## config.mk

```make
export PLATFORM = sky130hd
export DESIGN_NAME = fault_interrupt_status
export DESIGN_NICKNAME = d
export VERILOG_FILES = /design/src/design/fault_status_pkg.sv /design/src/design/fault_interrupt_status.sv /design/src/design/sticky_flag.sv
export SDC_FILE = /design/constraint.sdc
export NUM_CORES = 1
export LEC_CHECK = 0
export BUFFER_PORTS_ARGS = -buffer_cell sky130_fd_sc_hd__buf_2
export CORE_AREA = 8 8 80 82
export DETAILED_ROUTE_END_ITERATION = 16
export DIE_AREA = 0 0 88 90
export PLACE_DENSITY = 0.66
export SLEW_MARGIN = 20
export SYNTH_ARGS = -nofsm -noshare
export SYNTH_HDL_FRONTEND = slang
export SYNTH_SLANG_ARGS = --single-unit
```

## constraint.sdc

```tcl
create_clock -name clock -period 3.68 [get_ports clock]
set_input_delay 0.736 -clock clock [delete_from_list [all_inputs] [get_ports clock]]
set_output_delay 0.736 -clock clock [all_outputs]
set_load 0.01 [all_outputs]
```

## src/design/fault_status_pkg.sv

```systemverilog
// Register offsets, bit positions and reset values of the fault and interrupt status block.
package fault_status_pkg;
  localparam logic [7:0] ADDR_PRIMARY  = 8'h10;
  localparam logic [7:0] ADDR_INTERNAL = 8'h11;
  localparam logic [7:0] ADDR_VENDOR   = 8'h12;
  localparam logic [7:0] ADDR_SERADDR  = 8'hf9;
  localparam logic [7:0] ADDR_DEVCFG   = 8'hfa;
  localparam logic [7:0] RESET_FLAGS   = 8'h00;
  localparam logic [7:0] READ_ZERO     = 8'h00;
  // Primary source bit positions.
  localparam int P_INTERNAL = 7;
  localparam int P_EMPD     = 6;
  localparam int P_WDT      = 5;
  localparam int P_PEC      = 4;
  localparam int P_RTC      = 3;
  localparam int P_ENPIN    = 2;
  localparam int P_OSC      = 1;
  localparam int P_OUTPIN   = 0;
  // Internal error bit positions.
  localparam int I_VENDOR   = 7;
  localparam int I_CRC      = 5;
  localparam int I_BIST     = 4;
  localparam int I_LDO      = 3;
  localparam int I_TSD      = 2;
  localparam int I_DED      = 1;
  localparam int I_PBSP     = 0;
  localparam logic [1:0]  WDT_DISABLED = 2'h0;
  localparam logic [31:0] ALARM_NONE   = 32'hffffffff;
endpackage

```

## src/design/fault_interrupt_status.sv

```systemverilog
// Interrupt source, internal error and vendor fault flags with the interrupt output.
`timescale 1ns/1ps
module fault_interrupt_status
  import fault_status_pkg::*;
#(
  parameter int         ENPIN_COUNT      = 12,
  parameter logic [7:0] DEVICE_CFG_VALUE = 8'h00
) (
  input  wire logic                   clock,
  input  wire logic                   rst_n,
  input  wire logic                   reg_write_done,
  input  wire logic [7:0]             reg_addr,
  input  wire logic [7:0]             reg_wdata,
  output logic [7:0]                  reg_rdata,
  input  wire logic [6:0]             stored_bus_address,
  input  wire logic                   emergency_powerdown_event,
  input  wire logic                   watchdog_violation_event,
  input  wire logic [1:0]             watchdog_enable_field,
  input  wire logic                   packet_check_miscompare,
  input  wire logic                   packet_check_enable,
  input  wire logic                   alarm_event,
  input  wire logic                   alarm_wake_option,
  input  wire logic                   alarm_powerup_option,
  input  wire logic [31:0]            alarm_compare,
  input  wire logic [ENPIN_COUNT-1:0] enable_pin_short,
  input  wire logic                   oscillator_fault_in,
  input  wire logic                   crystal_enable,
  input  wire logic                   reset_out_pin_short,
  input  wire logic                   interrupt_out_pin_short,
  input  wire logic                   runtime_crc_fail,
  input  wire logic                   selftest_fail,
  input  wire logic                   regulator_fault_in,
  input  wire logic                   internal_regulator_used,
  input  wire logic                   thermal_shutdown_in,
  input  wire logic                   double_error_event,
  input  wire logic                   button_short_pulse,
  input  wire logic                   pin12_altfunc_enable,
  input  wire logic                   pin12_altfunc_select,
  input  wire logic [7:0]             vendor_fault_event,
  output logic                        interrupt_out_n
);

  // Pins and pad conditions come from outside the clock domain.
  // Only the second stage is read, because the first may still be settling.
  logic [3:0] pin_meta;
  logic [3:0] pin_sync;
  wire  [3:0] pin_raw = {
    (|enable_pin_short),
    oscillator_fault_in,
    (reset_out_pin_short | interrupt_out_pin_short),
    thermal_shutdown_in
  };
  always_ff @(posedge clock) begin
    if (!rst_n) begin
      pin_meta <= 4'h0;
      pin_sync <= 4'h0;
    end else begin
      pin_meta <= pin_raw;
      pin_sync <= pin_meta;
    end
  end
  // Fault conditions as seen inside the clock domain.
  wire enpin_cond  = pin_sync[3];
  wire osc_cond    = pin_sync[2] && crystal_enable;
  wire outpin_cond = pin_sync[1];
  wire tsd_cond    = pin_sync[0];

  // Write decode: one bits in a completed write request clearing.
  // A zero bit, or a one bit aimed at a flag already clear, changes nothing.
  wire       wr_primary  = reg_write_done && (reg_addr == ADDR_PRIMARY);
  wire       wr_internal = reg_write_done && (reg_addr == ADDR_INTERNAL);
  wire       wr_vendor   = reg_write_done && (reg_addr == ADDR_VENDOR);
  wire [7:0] clr_primary  = wr_primary ? reg_wdata : 8'h00;
  wire [7:0] clr_internal = wr_internal ? reg_wdata : 8'h00;
  wire [7:0] clr_vendor   = wr_vendor ? reg_wdata : 8'h00;

  // Qualified set events.
  // A disabled source cannot set its flag; only the watchdog, oscillator and regulator bits also read zero while disabled.
  wire wdt_on    = watchdog_enable_field != WDT_DISABLED;
  wire alarm_on  = alarm_wake_option || alarm_powerup_option || (alarm_compare != ALARM_NONE);
  wire set_wdt   = watchdog_violation_event && wdt_on;
  wire set_pec   = packet_check_miscompare && packet_check_enable;
  wire set_alarm = alarm_event && alarm_on;
  wire ldo_cond  = regulator_fault_in && internal_regulator_used;
  wire set_pbsp  = button_short_pulse && pin12_altfunc_enable && pin12_altfunc_select;

  logic [7:0] primary_source_reg;
  logic [7:0] internal_error_reg;
  logic [7:0] vendor_fault_flags;
  logic [7:0] primary_view;

  // Sticky primary flags.
  logic emergency_powerdown_flag;
  logic watchdog_flag;
  logic packet_flag;
  logic alarm_flag;
  logic enpin_flag;
  logic oscillator_fault;
  logic output_pin_fault;

  // Each flag is one sticky cell; a set in the same cycle as a clearing write wins.
  sticky_flag #(
    .HOLD_WHILE_PRESENT (1'b0)
  ) u_empd (
    .clock     (clock),
    .rst_n     (rst_n),
    .set_event (emergency_powerdown_event),
    .condition (1'b0),
    .clear_req (clr_primary[P_EMPD]),
    .flag      (emergency_powerdown_flag)
  );

  sticky_flag #(
    .HOLD_WHILE_PRESENT (1'b0)
  ) u_wdt (
    .clock     (clock),
    .rst_n     (rst_n),
    .set_event (set_wdt),
    .condition (1'b0),
    .clear_req (clr_primary[P_WDT]),
    .flag      (watchdog_flag)
  );

  sticky_flag #(
    .HOLD_WHILE_PRESENT (1'b0)
  ) u_pec (
    .clock     (clock),
    .rst_n     (rst_n),
    .set_event (set_pec),
    .condition (1'b0),
    .clear_req (clr_primary[P_PEC]),
    .flag      (packet_flag)
  );

  sticky_flag #(
    .HOLD_WHILE_PRESENT (1'b0)
  ) u_rtc (
    .clock     (clock),
    .rst_n     (rst_n),
    .set_event (set_alarm),
    .condition (1'b0),
    .clear_req (clr_primary[P_RTC]),
    .flag      (alarm_flag)
  );

  sticky_flag #(
    .HOLD_WHILE_PRESENT (1'b1)
  ) u_enpin (
    .clock     (clock),
    .rst_n     (rst_n),
    .set_event (enpin_cond),
    .condition (enpin_cond),
    .clear_req (clr_primary[P_ENPIN]),
    .flag      (enpin_flag)
  );

  sticky_flag #(
    .HOLD_WHILE_PRESENT (1'b1)
  ) u_osc (
    .clock     (clock),
    .rst_n     (rst_n),
    .set_event (osc_cond),
    .condition (osc_cond),
    .clear_req (clr_primary[P_OSC] || !crystal_enable),
    .flag      (oscillator_fault)
  );

  sticky_flag #(
    .HOLD_WHILE_PRESENT (1'b1)
  ) u_outpin (
    .clock     (clock),
    .rst_n     (rst_n),
    .set_event (outpin_cond),
    .condition (outpin_cond),
    .clear_req (clr_primary[P_OUTPIN]),
    .flag      (output_pin_fault)
  );

  // Sticky internal error flags.
  logic runtime_crc_fault;
  logic selftest_fault;
  logic regulator_fault;
  logic thermal_flag;
  logic double_error_flag;
  logic button_short_pulse_flag;

  sticky_flag #(
    .HOLD_WHILE_PRESENT (1'b0)
  ) u_crc (
    .clock     (clock),
    .rst_n     (rst_n),
    .set_event (runtime_crc_fail),
    .condition (1'b0),
    .clear_req (clr_internal[I_CRC]),
    .flag      (runtime_crc_fault)
  );

  // Only this flag is cleared; self-test result bits live elsewhere.
  sticky_flag #(
    .HOLD_WHILE_PRESENT (1'b0)
  ) u_bist (
    .clock     (clock),
    .rst_n     (rst_n),
    .set_event (selftest_fail),
    .condition (1'b0),
    .clear_req (clr_internal[I_BIST]),
    .flag      (selftest_fault)
  );

  // Regulator and thermal cells refuse a clear while their condition lasts.
  sticky_flag #(
    .HOLD_WHILE_PRESENT (1'b1)
  ) u_ldo (
    .clock     (clock),
    .rst_n     (rst_n),
    .set_event (ldo_cond),
    .condition (ldo_cond),
    .clear_req (clr_internal[I_LDO]),
    .flag      (regulator_fault)
  );

  sticky_flag #(
    .HOLD_WHILE_PRESENT (1'b1)
  ) u_tsd (
    .clock     (clock),
    .rst_n     (rst_n),
    .set_event (tsd_cond),
    .condition (tsd_cond),
    .clear_req (clr_internal[I_TSD]),
    .flag      (thermal_flag)
  );

  sticky_flag #(
    .HOLD_WHILE_PRESENT (1'b0)
  ) u_ded (
    .clock     (clock),
    .rst_n     (rst_n),
    .set_event (double_error_event),
    .condition (1'b0),
    .clear_req (clr_internal[I_DED]),
    .flag      (double_error_flag)
  );

  sticky_flag #(
    .HOLD_WHILE_PRESENT (1'b0)
  ) u_pbsp (
    .clock     (clock),
    .rst_n     (rst_n),
    .set_event (set_pbsp),
    .condition (1'b0),
    .clear_req (clr_internal[I_PBSP]),
    .flag      (button_short_pulse_flag)
  );

  // Vendor fault flags are plain event flags with no condition to hold them.
  genvar g;
  generate
    for (g = 0; g < $bits(vendor_fault_flags); g++) begin : g_vendor
      sticky_flag #(
        .HOLD_WHILE_PRESENT (1'b0)
      ) u_vendor (
        .clock     (clock),
        .rst_n     (rst_n),
        .set_event (vendor_fault_event[g]),
        .condition (1'b0),
        .clear_req (clr_vendor[g]),
        .flag      (vendor_fault_flags[g])
      );
    end
  endgenerate

  // Summary bits follow their lower registers directly.
  // Bit 7 holds no storage of its own, so it drops as soon as its lower flags do.
  always_comb begin
    internal_error_reg           = RESET_FLAGS;
    internal_error_reg[I_VENDOR] = |vendor_fault_flags;
    internal_error_reg[I_CRC]    = runtime_crc_fault;
    internal_error_reg[I_BIST]   = selftest_fault;
    internal_error_reg[I_LDO]    = regulator_fault && internal_regulator_used;
    internal_error_reg[I_TSD]    = thermal_flag;
    internal_error_reg[I_DED]    = double_error_flag;
    internal_error_reg[I_PBSP]   = button_short_pulse_flag;
  end

  // The primary view masks the watchdog and oscillator bits while their functions are disabled.
  always_comb begin
    primary_source_reg             = RESET_FLAGS;
    primary_source_reg[P_INTERNAL] = |internal_error_reg;
    primary_source_reg[P_EMPD]     = emergency_powerdown_flag;
    primary_source_reg[P_WDT]      = watchdog_flag && wdt_on;
    primary_source_reg[P_PEC]      = packet_flag;
    primary_source_reg[P_RTC]      = alarm_flag;
    primary_source_reg[P_ENPIN]    = enpin_flag;
    primary_source_reg[P_OSC]      = oscillator_fault && crystal_enable;
    primary_source_reg[P_OUTPIN]   = output_pin_fault;
  end
  // The read path and the interrupt both see this one view of the primary register.
  assign primary_view = primary_source_reg;

  // Read multiplexer; unmapped offsets read zero.
  // Read data is registered, so it shows a register one cycle after its address.
  wire [7:0] next_rdata =
    (reg_addr == ADDR_PRIMARY)  ? primary_view :
    (reg_addr == ADDR_INTERNAL) ? internal_error_reg :
    (reg_addr == ADDR_VENDOR)   ? vendor_fault_flags :
    (reg_addr == ADDR_SERADDR)  ? {1'b0, stored_bus_address} :
    (reg_addr == ADDR_DEVCFG)   ? DEVICE_CFG_VALUE : READ_ZERO;

  // The interrupt is registered beside the read data, so it agrees with a read of the primary register.
  always_ff @(posedge clock) begin
    if (!rst_n) begin
      reg_rdata       <= READ_ZERO;
      interrupt_out_n <= 1'b1;
    end else begin
      reg_rdata       <= next_rdata;
      interrupt_out_n <= ~(|primary_view);
    end
  end
endmodule

```

## src/design/sticky_flag.sv

```systemverilog
// One sticky write-one-to-clear flag with optional hold-while-present behaviour.
`timescale 1ns/1ps
module sticky_flag #(
  parameter bit HOLD_WHILE_PRESENT = 1'b0
) (
  input  wire logic clock,
  input  wire logic rst_n,
  input  wire logic set_event,
  input  wire logic condition,
  input  wire logic clear_req,
  output logic      flag
);
  wire clear_ok = clear_req && !(HOLD_WHILE_PRESENT && condition);
  always_ff @(posedge clock) begin
    if (!rst_n) begin
      flag <= 1'b0;
    end else if (set_event) begin
      flag <= 1'b1;
    end else if (clear_ok) begin
      flag <= 1'b0;
    end
  end
endmodule

```

## Yosys cells after proc, flatten, opt, wreduce, memory -nomap -nowiden

Index checks and enable logic that the tools add are counted.

| word-level totals | value |
|---|---|
| output and inout port bits | 9 |
| bits of input ports | 100 |
| bits in registers | 38 |
| word-level logic and storage cells | 134 |

| operators by class | value |
|---|---|
| multiplexer cells | 49 |
| equal/unequal tests | 5 |
| bitwise gates (word level) | 2 |
| reduce and logical (&&, ||, !) cells | 53 |

Operator list:

| operator | count |
|---|---|
| $reduce_bool 2->1 | 22 |
| $mux 1 | 42 |
| $mux 8 | 4 |
| $ne 32x32->1 const B | 1 |
| $eq 8x5->1 const B | 3 |
| $reduce_or 21->1 | 1 |
| $logic_and 1x1->1 | 18 |
| $mux 7 | 2 |
| $reduce_or 14->1 | 1 |
| $reduce_or 12->1 | 1 |
| $eq 8x8->1 const B | 1 |
| $reduce_or 8->1 | 1 |
| $logic_not 1->1 | 6 |
| $mux 6 | 1 |
| $logic_or 1x1->1 | 3 |
| $not 1->1 | 1 |
| $or 1x1->1 | 1 |

## Logic depth before layout (Yosys ltp)

Gate-level depths: netlist of the first run.

| depth | value |
|---|---|
| depth in word-level cells | 7 |
| gate-level depth with buffers | 6 |
| mapped depth without buffers | 4 |

## Cells and area by module

Synthesis of the first run repeated with hierarchy kept, for this count alone.

| second synthesis, totals | value |
|---|---|
| cells, all modules | 215 |
| area, all modules | 2010.7 um2 |

Modules (own cells, without submodules):

| module | cells an instance | times used | sequential area each (um2) | area an instance (um2) |
|---|---|---|---|---|
| fault_interrupt_status | 147 | 1 | 340.3 | 1143.6 |
| sticky_flag (g_vendor[0].u_vendor ...) | 3 | 16 | 20.0 | 41.3 |
| sticky_flag (u_enpin ...) | 4 | 5 | 20.0 | 41.3 |

## Worst setup path after synthesis of the first run

No wires, ideal clock.

| timing | value |
|---|---|
| path type | input to register |
| from | input port reg_addr[7] |
| to | register g_vendor[2].u_vendor.flag |
| data arrival time | 2.074 ns |
| path buffers | 1 |
| required time | 3.565 ns |
| setup slack | 1.492 ns |
| library setup time | 0.115 ns |
| stages on the path | 5 |
| path through | or4_1 > buf_2 > nor4b_4 > a21boi_0 > o21a_1 |

| on the way | value |
|---|---|
| cells in the longest elaborated chain, start to end | 4 |

Ends and longest elaborated chain:

| element | line | source |
|---|---|---|
| from (decl) | fault_interrupt_status.sv:12 | `input wire logic [7:0] reg_addr,` |
| $eq 8x5->1 | fault_interrupt_status.sv:72 | `wire wr_vendor = reg_write_done && (reg_addr == ADDR_VENDOR);` |
| $logic_and 1x1->1 | fault_interrupt_status.sv:72 |  |
| $mux 8 | fault_interrupt_status.sv:75 | `wire [7:0] clr_vendor = wr_vendor ? reg_wdata : 8'h00;` |
| $reduce_bool 2->1 (no line) | -- |  |
| to (signal assigned) | sticky_flag.sv:16 | `flag <= 1'b0;` |
| to (signal assigned) | sticky_flag.sv:18 | `flag <= 1'b1;` |
| to (signal assigned) | sticky_flag.sv:20 | `flag <= 1'b0;` |
| to (decl) | sticky_flag.sv:11 | `output logic flag` |

Every way passes these cells.
A chain may end at the register's enable or synchronous reset.

## Worst setup path after layout of the first run

| timing | value |
|---|---|
| from | input port reg_addr[7] |
| to | register g_vendor[3].u_vendor.flag |

| on the way | value |
|---|---|
| cells in the longest elaborated chain, start to end | 4 |

Ends and longest elaborated chain:

| element | line |
|---|---|
| $eq 8x5->1 | fault_interrupt_status.sv:72 |
| $logic_and 1x1->1 | fault_interrupt_status.sv:72 |
| $mux 8 | fault_interrupt_status.sv:75 |
| $reduce_bool 2->1 (no line) | -- |
| to (signal assigned) | sticky_flag.sv:16 |
| to (signal assigned) | sticky_flag.sv:18 |
| to (signal assigned) | sticky_flag.sv:20 |
| to (decl) | sticky_flag.sv:11 |

Every way passes these cells.

==> qor.yml, run 1 <==
setup_path:
  reg2reg_to: "reg_rdata[7]"
  cp.required_ns: 3.86
  cp.arrival_ns: 2.41
  critPathKind: "in -> reg"
  ff2ff_setup_slack_ns: 2.15
  path_max_fanout: 8
  reg2reg_from: "g_vendor[4].u_vendor.flag"
  rr_worst_depth: 4
  startpoint_type: "input pin"
  end_kind: "flip-flop"
yosys:
  synth_area_leaders: "dfxtp_1, o21ai_0, a31oi_1"
  synth_edf_count: 0
  avgSynthCellArea_um2: 8.70
  synth_top_family_by_area: "simple AND/OR/NAND/NOR gates"
  yosys.area.top_type: "dfxtp_1"
  ys_top_cells_by_count: "dfxtp_1, inv_1, o21ai_0"
  synthSimpleGateAreaFrac: 0.269
  synth_xor_area_frac: 0
  yosys-mux-area-fraction: 0.0186
  synth_cells: 201
  yosysMostFrequentCell: "dfxtp_1"
  ys_warn_count: 0
  synthArstFlopShare: 0
  synth_top_area_share: 0.435
  synth_cell_types: 38
  ys_seq_elements: 38
  synth_compound_area_frac: 0.224
  synth_flop_cell: "dfxtp_1"
  yosysSeqAreaShare: 0.435
  synthAdderAreaFrac: 0
  synth_area_mm2: 0.00175
  syn_nets: 301
clock_tree:
  cts_buffers: 5
  cts_root_buf: "clkbuf_8"
  insertion_delay_ns: 0.28
  cts_resized: 0
  htree_levels: 2
  cts_hold_repair.buffers: 0
  cts_num_sinks: 38
  cts_tree: "yes"
  cts.path.max_buffers: 2
  cts_setup_buffers: 0
  path_clk_slew_ns: 0.07
power:
  vdd_ir_drop_max_v: 0.000284
  power_frac_clock: 0.338
  power.total_mw: 0.861
  swShare: 0.244
  seq_power_share: 0.517
  pwr-share-comb: 0.145
  leakage_nw: 1.11
  power_switching_mw: 0.210
  power_density_mw_per_mm2: 354
  p_int_mw: 0.651
timing:
  tns_ns: 0
  setup_violations: 0
  fin_skew_ns: 0.00400
  slew_headroom: 0.583
  hold_ws_ns: 0.435
  tightest_slew_ns: 0.625
  period_share: 0.606
  grt_setup_unrepaired: "no"
  drv_slew: 0
  max_freq_mhz: 448
  hold_viol: 0
  min_period_ns: 2.23
flow_run:
  cap_violations: 0
cells_and_area:
  instances_no_fill: 380
  final_nets: 407
  diodes: 0
  syn_to_final_growth_pct: 39.2
  drive_above_1_share: 0.399
global_routing:
  grt_usage: 0.141
  grt_pass1_vias: 1949
  grt_max_degree: 41
  grt_pass1_wl_mm: 8.91
  antenna_found_initial: 0
  overflow: 0
min_path:
  hold_path.class: "reg -> reg"
  hold_start: "pin_meta[0]"
  hold_end: "pin_sync[0]"
  min_delay_path_depth: 1
routing:
  drc: 0
  antenna_left: 0
  num_vias: 1890
  avgViaCountPerCell: 4.97
  wl_per_cell_um: 15.1
  drt-pass1-iter-count: 4
  drtIter0Drc: 127
  drt-total-wl_mm: 5.72
die:
  core.rowCount: 27
  die_height_um: 90
  dieArea_mm2: 0.00792
  core_mm2: 0.00524
  initial_core_util: 0.334
  die_width_um: 88
  ios: 109
placed_design:
  routabilityCongestion: 0.876
  dpl.hpwl_mm: 4.73
  port_buffers: 108
  dp.cells: 372
status:
  status: "finished clean"
[worst max-delay path, cell delays in order]
cell and delay (ns):
buf_2 0.11, or4_1 0.71, nor4b_4 0.50, a21boi_0 0.17
o21a_1 0.18
[cell type report]
| cell class | instances | area (um2) |
|---|---|---|
| clock buffer | 7 | 86.3 |
| clock inverter | 1 | 5.00 |
| fill | 538 | 2800 |
| inverter | 15 | 56.3 |
| multi-input combinational | 139 | 895 |
| sequential | 38 | 761 |
| tap | 72 | 90.1 |
| timing repair buffer | 108 | 541 |
[sequential cells by signal, indices dropped and copies added, names as in the netlist]
register,cells
u_tsd.flag,1
reg_rdata,8
pin_sync,4
interrupt_out_n,1
u_ldo.flag,1
u_wdt.flag,1
u_rtc.flag,1
u_empd.flag,1
g_vendor.u_vendor.flag,8
u_pbsp.flag,1
u_enpin.flag,1
u_osc.flag,1
u_pec.flag,1
u_ded.flag,1
u_crc.flag,1
u_outpin.flag,1
u_bist.flag,1
pin_meta,4
[power by group through the flow]
stage          registers [mW]  clock network (mW)  logic [mW]
2_1_floorplan           0.450                   0      0.0568
3_3_place_gp            0.455                   0       0.122
3_5_place_dp            0.455                   0       0.124
4_1_cts                 0.445               0.301       0.125
5_1_grt                 0.448               0.317       0.139
6_report                0.446               0.291       0.125
[metrics by stage]
step                      setup WS, ns   util  instance area, um2
after floorplan                   1.49      -                1750
after global placement            1.18  0.447                2340
after detailed placement          1.15  0.447                2340
after CTS                         1.46  0.465                2430
after global routing              1.33  0.465                2430
final                             1.45  0.465                2430
[per-layer routing]
| layer | share of wire | GRT usage | vias to the layer above |
|---|---|---|---|
| li1 | - | - | 955 |
| met1 | 0.44 | 0.172 | 853 |
| met2 | 0.47 | 0.227 | 77 |
| met3 | 0.078 | 0.0491 | 5 |
| met4 | 0.0080 | 0.0373 | 0 |
| met5 | 0 | 0 | - |
[cell families after synthesis]
| group | Yosys count |
|---|---|
| compound gates | 61 |
| buf+inv | 24 |
| flops | 38 |
| mux | 3 |
| simple gates | 75 |
[worst max path at each step]
stage / from / end / slack, ns / cells past startpoint
final: reg_addr[7] / g_vendor[3].u_vendor.flag / 1.45 / 5
after CTS: reg_addr[7] / u_rtc.flag / 1.46 / 5
after detailed placement: reg_addr[7] / u_rtc.flag / 1.15 / 5
after global placement: reg_addr[7] / g_vendor[6].u_vendor.flag / 1.18 / 5
after global routing: reg_addr[7] / g_vendor[4].u_vendor.flag / 1.33 / 5
after floorplan: reg_addr[7] / g_vendor[2].u_vendor.flag / 1.49 / 5
[cells in the final DEF (no fill, tap or decap), drive strengths merged, types with 2 or more instances in the layout]
cell and instances:
buf 108, dfxtp 38, inv 15, o21ai 14
a31oi 11, nor2 11, nand3 11, nand4 9
a21oi 9, o21a 9, and2 7, clkbuf 7
nor4 6, a21boi 6, nor3 6, nand2 5
nor4b 4, or4 3, nor2b 3, o22ai 3
a22oi 3, nor3b 2, mux2 2, nand2b 2
a31o 2
No activity file was read; power rests on OpenSTA's default activity.
==> run 2: changes to the inputs <==
- ABC_AREA: default -> 1
- CORE_AREA: 8 8 80 82 -> 8 8 84 86
- DIE_AREA: 0 0 88 90 -> 0 0 92 94
- clock period: 3.68 -> 2.05 ns (I/O delays scaled with it)
==> qor.yml, run 2 <==
timing:
  max_freq_mhz: 781
  setup_violations: 0  # unchanged
  hold_ws_ns: 0.299  # -0.136 ns
  grt_setup_unrepaired: "no"
  tns_ns: 0  # unchanged
  worst_slack_ns: 0.770  # -0.680 ns
  drv_slew: 0  # unchanged
  hold_viol: 0  # unchanged
  tightest_slew_ns: 0.397  # -0.228 ns
  period_share: 0.624
  slew_headroom: 0.735  # +0.152
  fin_skew_ns: 0.00462  # +0.000616 ns
  min_period_ns: 1.28
setup_path:
  slowest_delay_ns: 0.31  # -0.40 ns
  cp_top_family: "simple AND/OR/NAND/NOR gates"
  path_common_cell: "nor2_4"
  startpoint_type: "input pin"
  slowest_stage: "nor2_4"
  crit_chain: "buf_2, nor2_4, nand3_4, nor2_4, inv_1, o21ai_0, a21oi_1"
  end_kind: "flip-flop"
  critPathKind: "in -> reg"
  cp_num_buf_inv: 2  # +1
  cp.required_ns: 2.23  # -1.63 ns
  path_max_fanout: 12  # +4
  cp.arrival_ns: 1.46  # -0.95 ns
clock_tree:
  insertion_delay_ns: 0.29  # about the same
  cts_root_buf: "clkbuf_8"
  cts_hold_repair.buffers: 0  # unchanged
  cts_num_sinks: 38  # unchanged
  cts_tree: "yes"
  cts.path.max_buffers: 2  # unchanged
  cts_buffers: 5  # unchanged
  path_clk_slew_ns: 0.07  # about the same
  htree_levels: 2  # unchanged
  cts_resized: 0  # unchanged
  cts_setup_buffers: 0  # unchanged
placed_design:
  routabilityCongestion: 0.843  # -3.7%
  placed_area_mm2: 0.00250  # +6.9%
  dpl.hpwl_mm: 5.12  # +8.2%
  dp.cells: 450  # +21%
  dp_slack_ns: 0.462  # -0.685 ns
  port_buffers: 108  # unchanged
yosys:
  synth_edf_count: 0  # unchanged
  avgSynthCellArea_um2: 6.98  # -20%
  syn_nets: 375  # +25%
  yosysMostFrequentCell: "nand2_1"
  synthArstFlopShare: 0  # unchanged
  ys_warn_count: 0  # unchanged
  yosysSeqAreaShare: 0.396  # -0.0391
  synth_cell_types: 25  # -34%
  synth_area_mm2: 0.00192  # +9.9%
  yosys.area.top_type: "dfxtp_1"
  ys_seq_elements: 38  # unchanged
  synth_area_leaders: "dfxtp_1, nand2_1, nor2_1"
  synth_cells: 275  # +37%
  ys_top_cells_by_count: "nand2_1, nor2_1, dfxtp_1"
  synth_top_area_share: 0.396  # -0.0391
  synth_flop_cell: "dfxtp_1"
die:
  die_height_um: 94  # +4.4%
  ios: 109  # unchanged
  core.rowCount: 28  # +3.7%
  initial_core_util: 0.334  # +0.000466
  die_width_um: 92  # +4.5%
  core_mm2: 0.00575  # +9.7%
  dieArea_mm2: 0.00865  # +9.2%
global_routing:
  grt_pass1_wl_mm: 9.95  # +12%
  grt_pass1_vias: 2288  # +17%
  grt_usage: 0.142  # +0.00126
  antenna_found_initial: 0  # unchanged
  overflow: 0  # unchanged
  grt_max_degree: 23  # -44%
min_path:
  hold_path.class: "in -> reg"
routing:
  num_vias: 2166  # +15%
  drtIter0Drc: 122  # -3.9%
  drt-total-wl_mm: 6.07  # +6.1%
  drc: 0  # unchanged
  wl_per_cell_um: 13.3  # -12%
  drt-pass1-iter-count: 4  # unchanged
  antenna_left: 0  # unchanged
  avgViaCountPerCell: 4.73  # -4.9%
cells_and_area:
  layout_commonest_cell: "buf_2"
  syn_to_final_growth_pct: 35.3
  diodes: 0  # unchanged
  finalInstanceArea_mm2: 0.00260  # +6.8%
  layout_common_cells: "buf_2, nand2_1, nor2_1"
  drive_above_1_share: 0.360  # -0.0390
  seq_area_um2: 761  # unchanged
  nFillCells: 643  # +20%
  reg_top3: "g_vendor.u_vendor.flag: 8 flops, reg_rdata: 8 flops"
  final_core_util: 0.452  # -0.0124
  instances_no_fill: 458  # +21%
  final_nets: 482  # +18%
  multi_input_area_mm2: 0.00101  # +13%
power:
  power.total_mw: 1.57  # +82%
  vdd_ir_drop_max_v: 0.000242  # -15%
  power_density_mw_per_mm2: 604  # +71%
  leakage_nw: 1.24  # +12%
status:
  status: "finished clean"
flow_run:
  cap_violations: 0  # unchanged
[run 2: power breakdown]
group	internal [mW]	leakage [nW]	switching, mW
Clock	0.270	0.0472	0.263
Combinational	0.112	0.883	0.124
Sequential	0.776	0.314	0.0241
[run 2: worst min-delay path, cell delays in order]
cell	delay (ns)
buf_2	0.08
nand2_1	0.04
inv_1	0.04
[run 2: kinds of logic (layout without fill, tap and decap cells)]
family,count (synthesis),count (layout),synth area share
compound gates,35,35,0.0919
buf+inv,32,140,0.0756
flops,38,38,0.396
simple gates,170,170,0.436
[run 2: layout make-up]
class                   count  share of cell area
flip-flops and latches     38               0.293
inverters                  23              0.0332
multi-input cells         205               0.390
clock buffers               6              0.0318
repair buffers            109               0.211
clock inverters             2             0.00481
well taps                  75              0.0361
[run 2: path summary, 6_finish.rpt]
path,from,end,slack (ns),cells past startpoint
max,reg_addr[7],reg_rdata[0],0.77,7
min,thermal_shutdown_in,pin_meta[0],0.30,3
max reg2reg,u_crc.flag,reg_rdata[7],0.89,5
min reg2reg,pin_meta[0],pin_sync[0],0.41,2
[run 2: routing by layer]
metal  part of all wire  vias up  GRT usage
li1                   -     1127          -
met1               0.44      931      0.161
met2               0.47      101      0.243
met3              0.079        7     0.0488
met4              0.016        0     0.0537
met5                  0        -          0
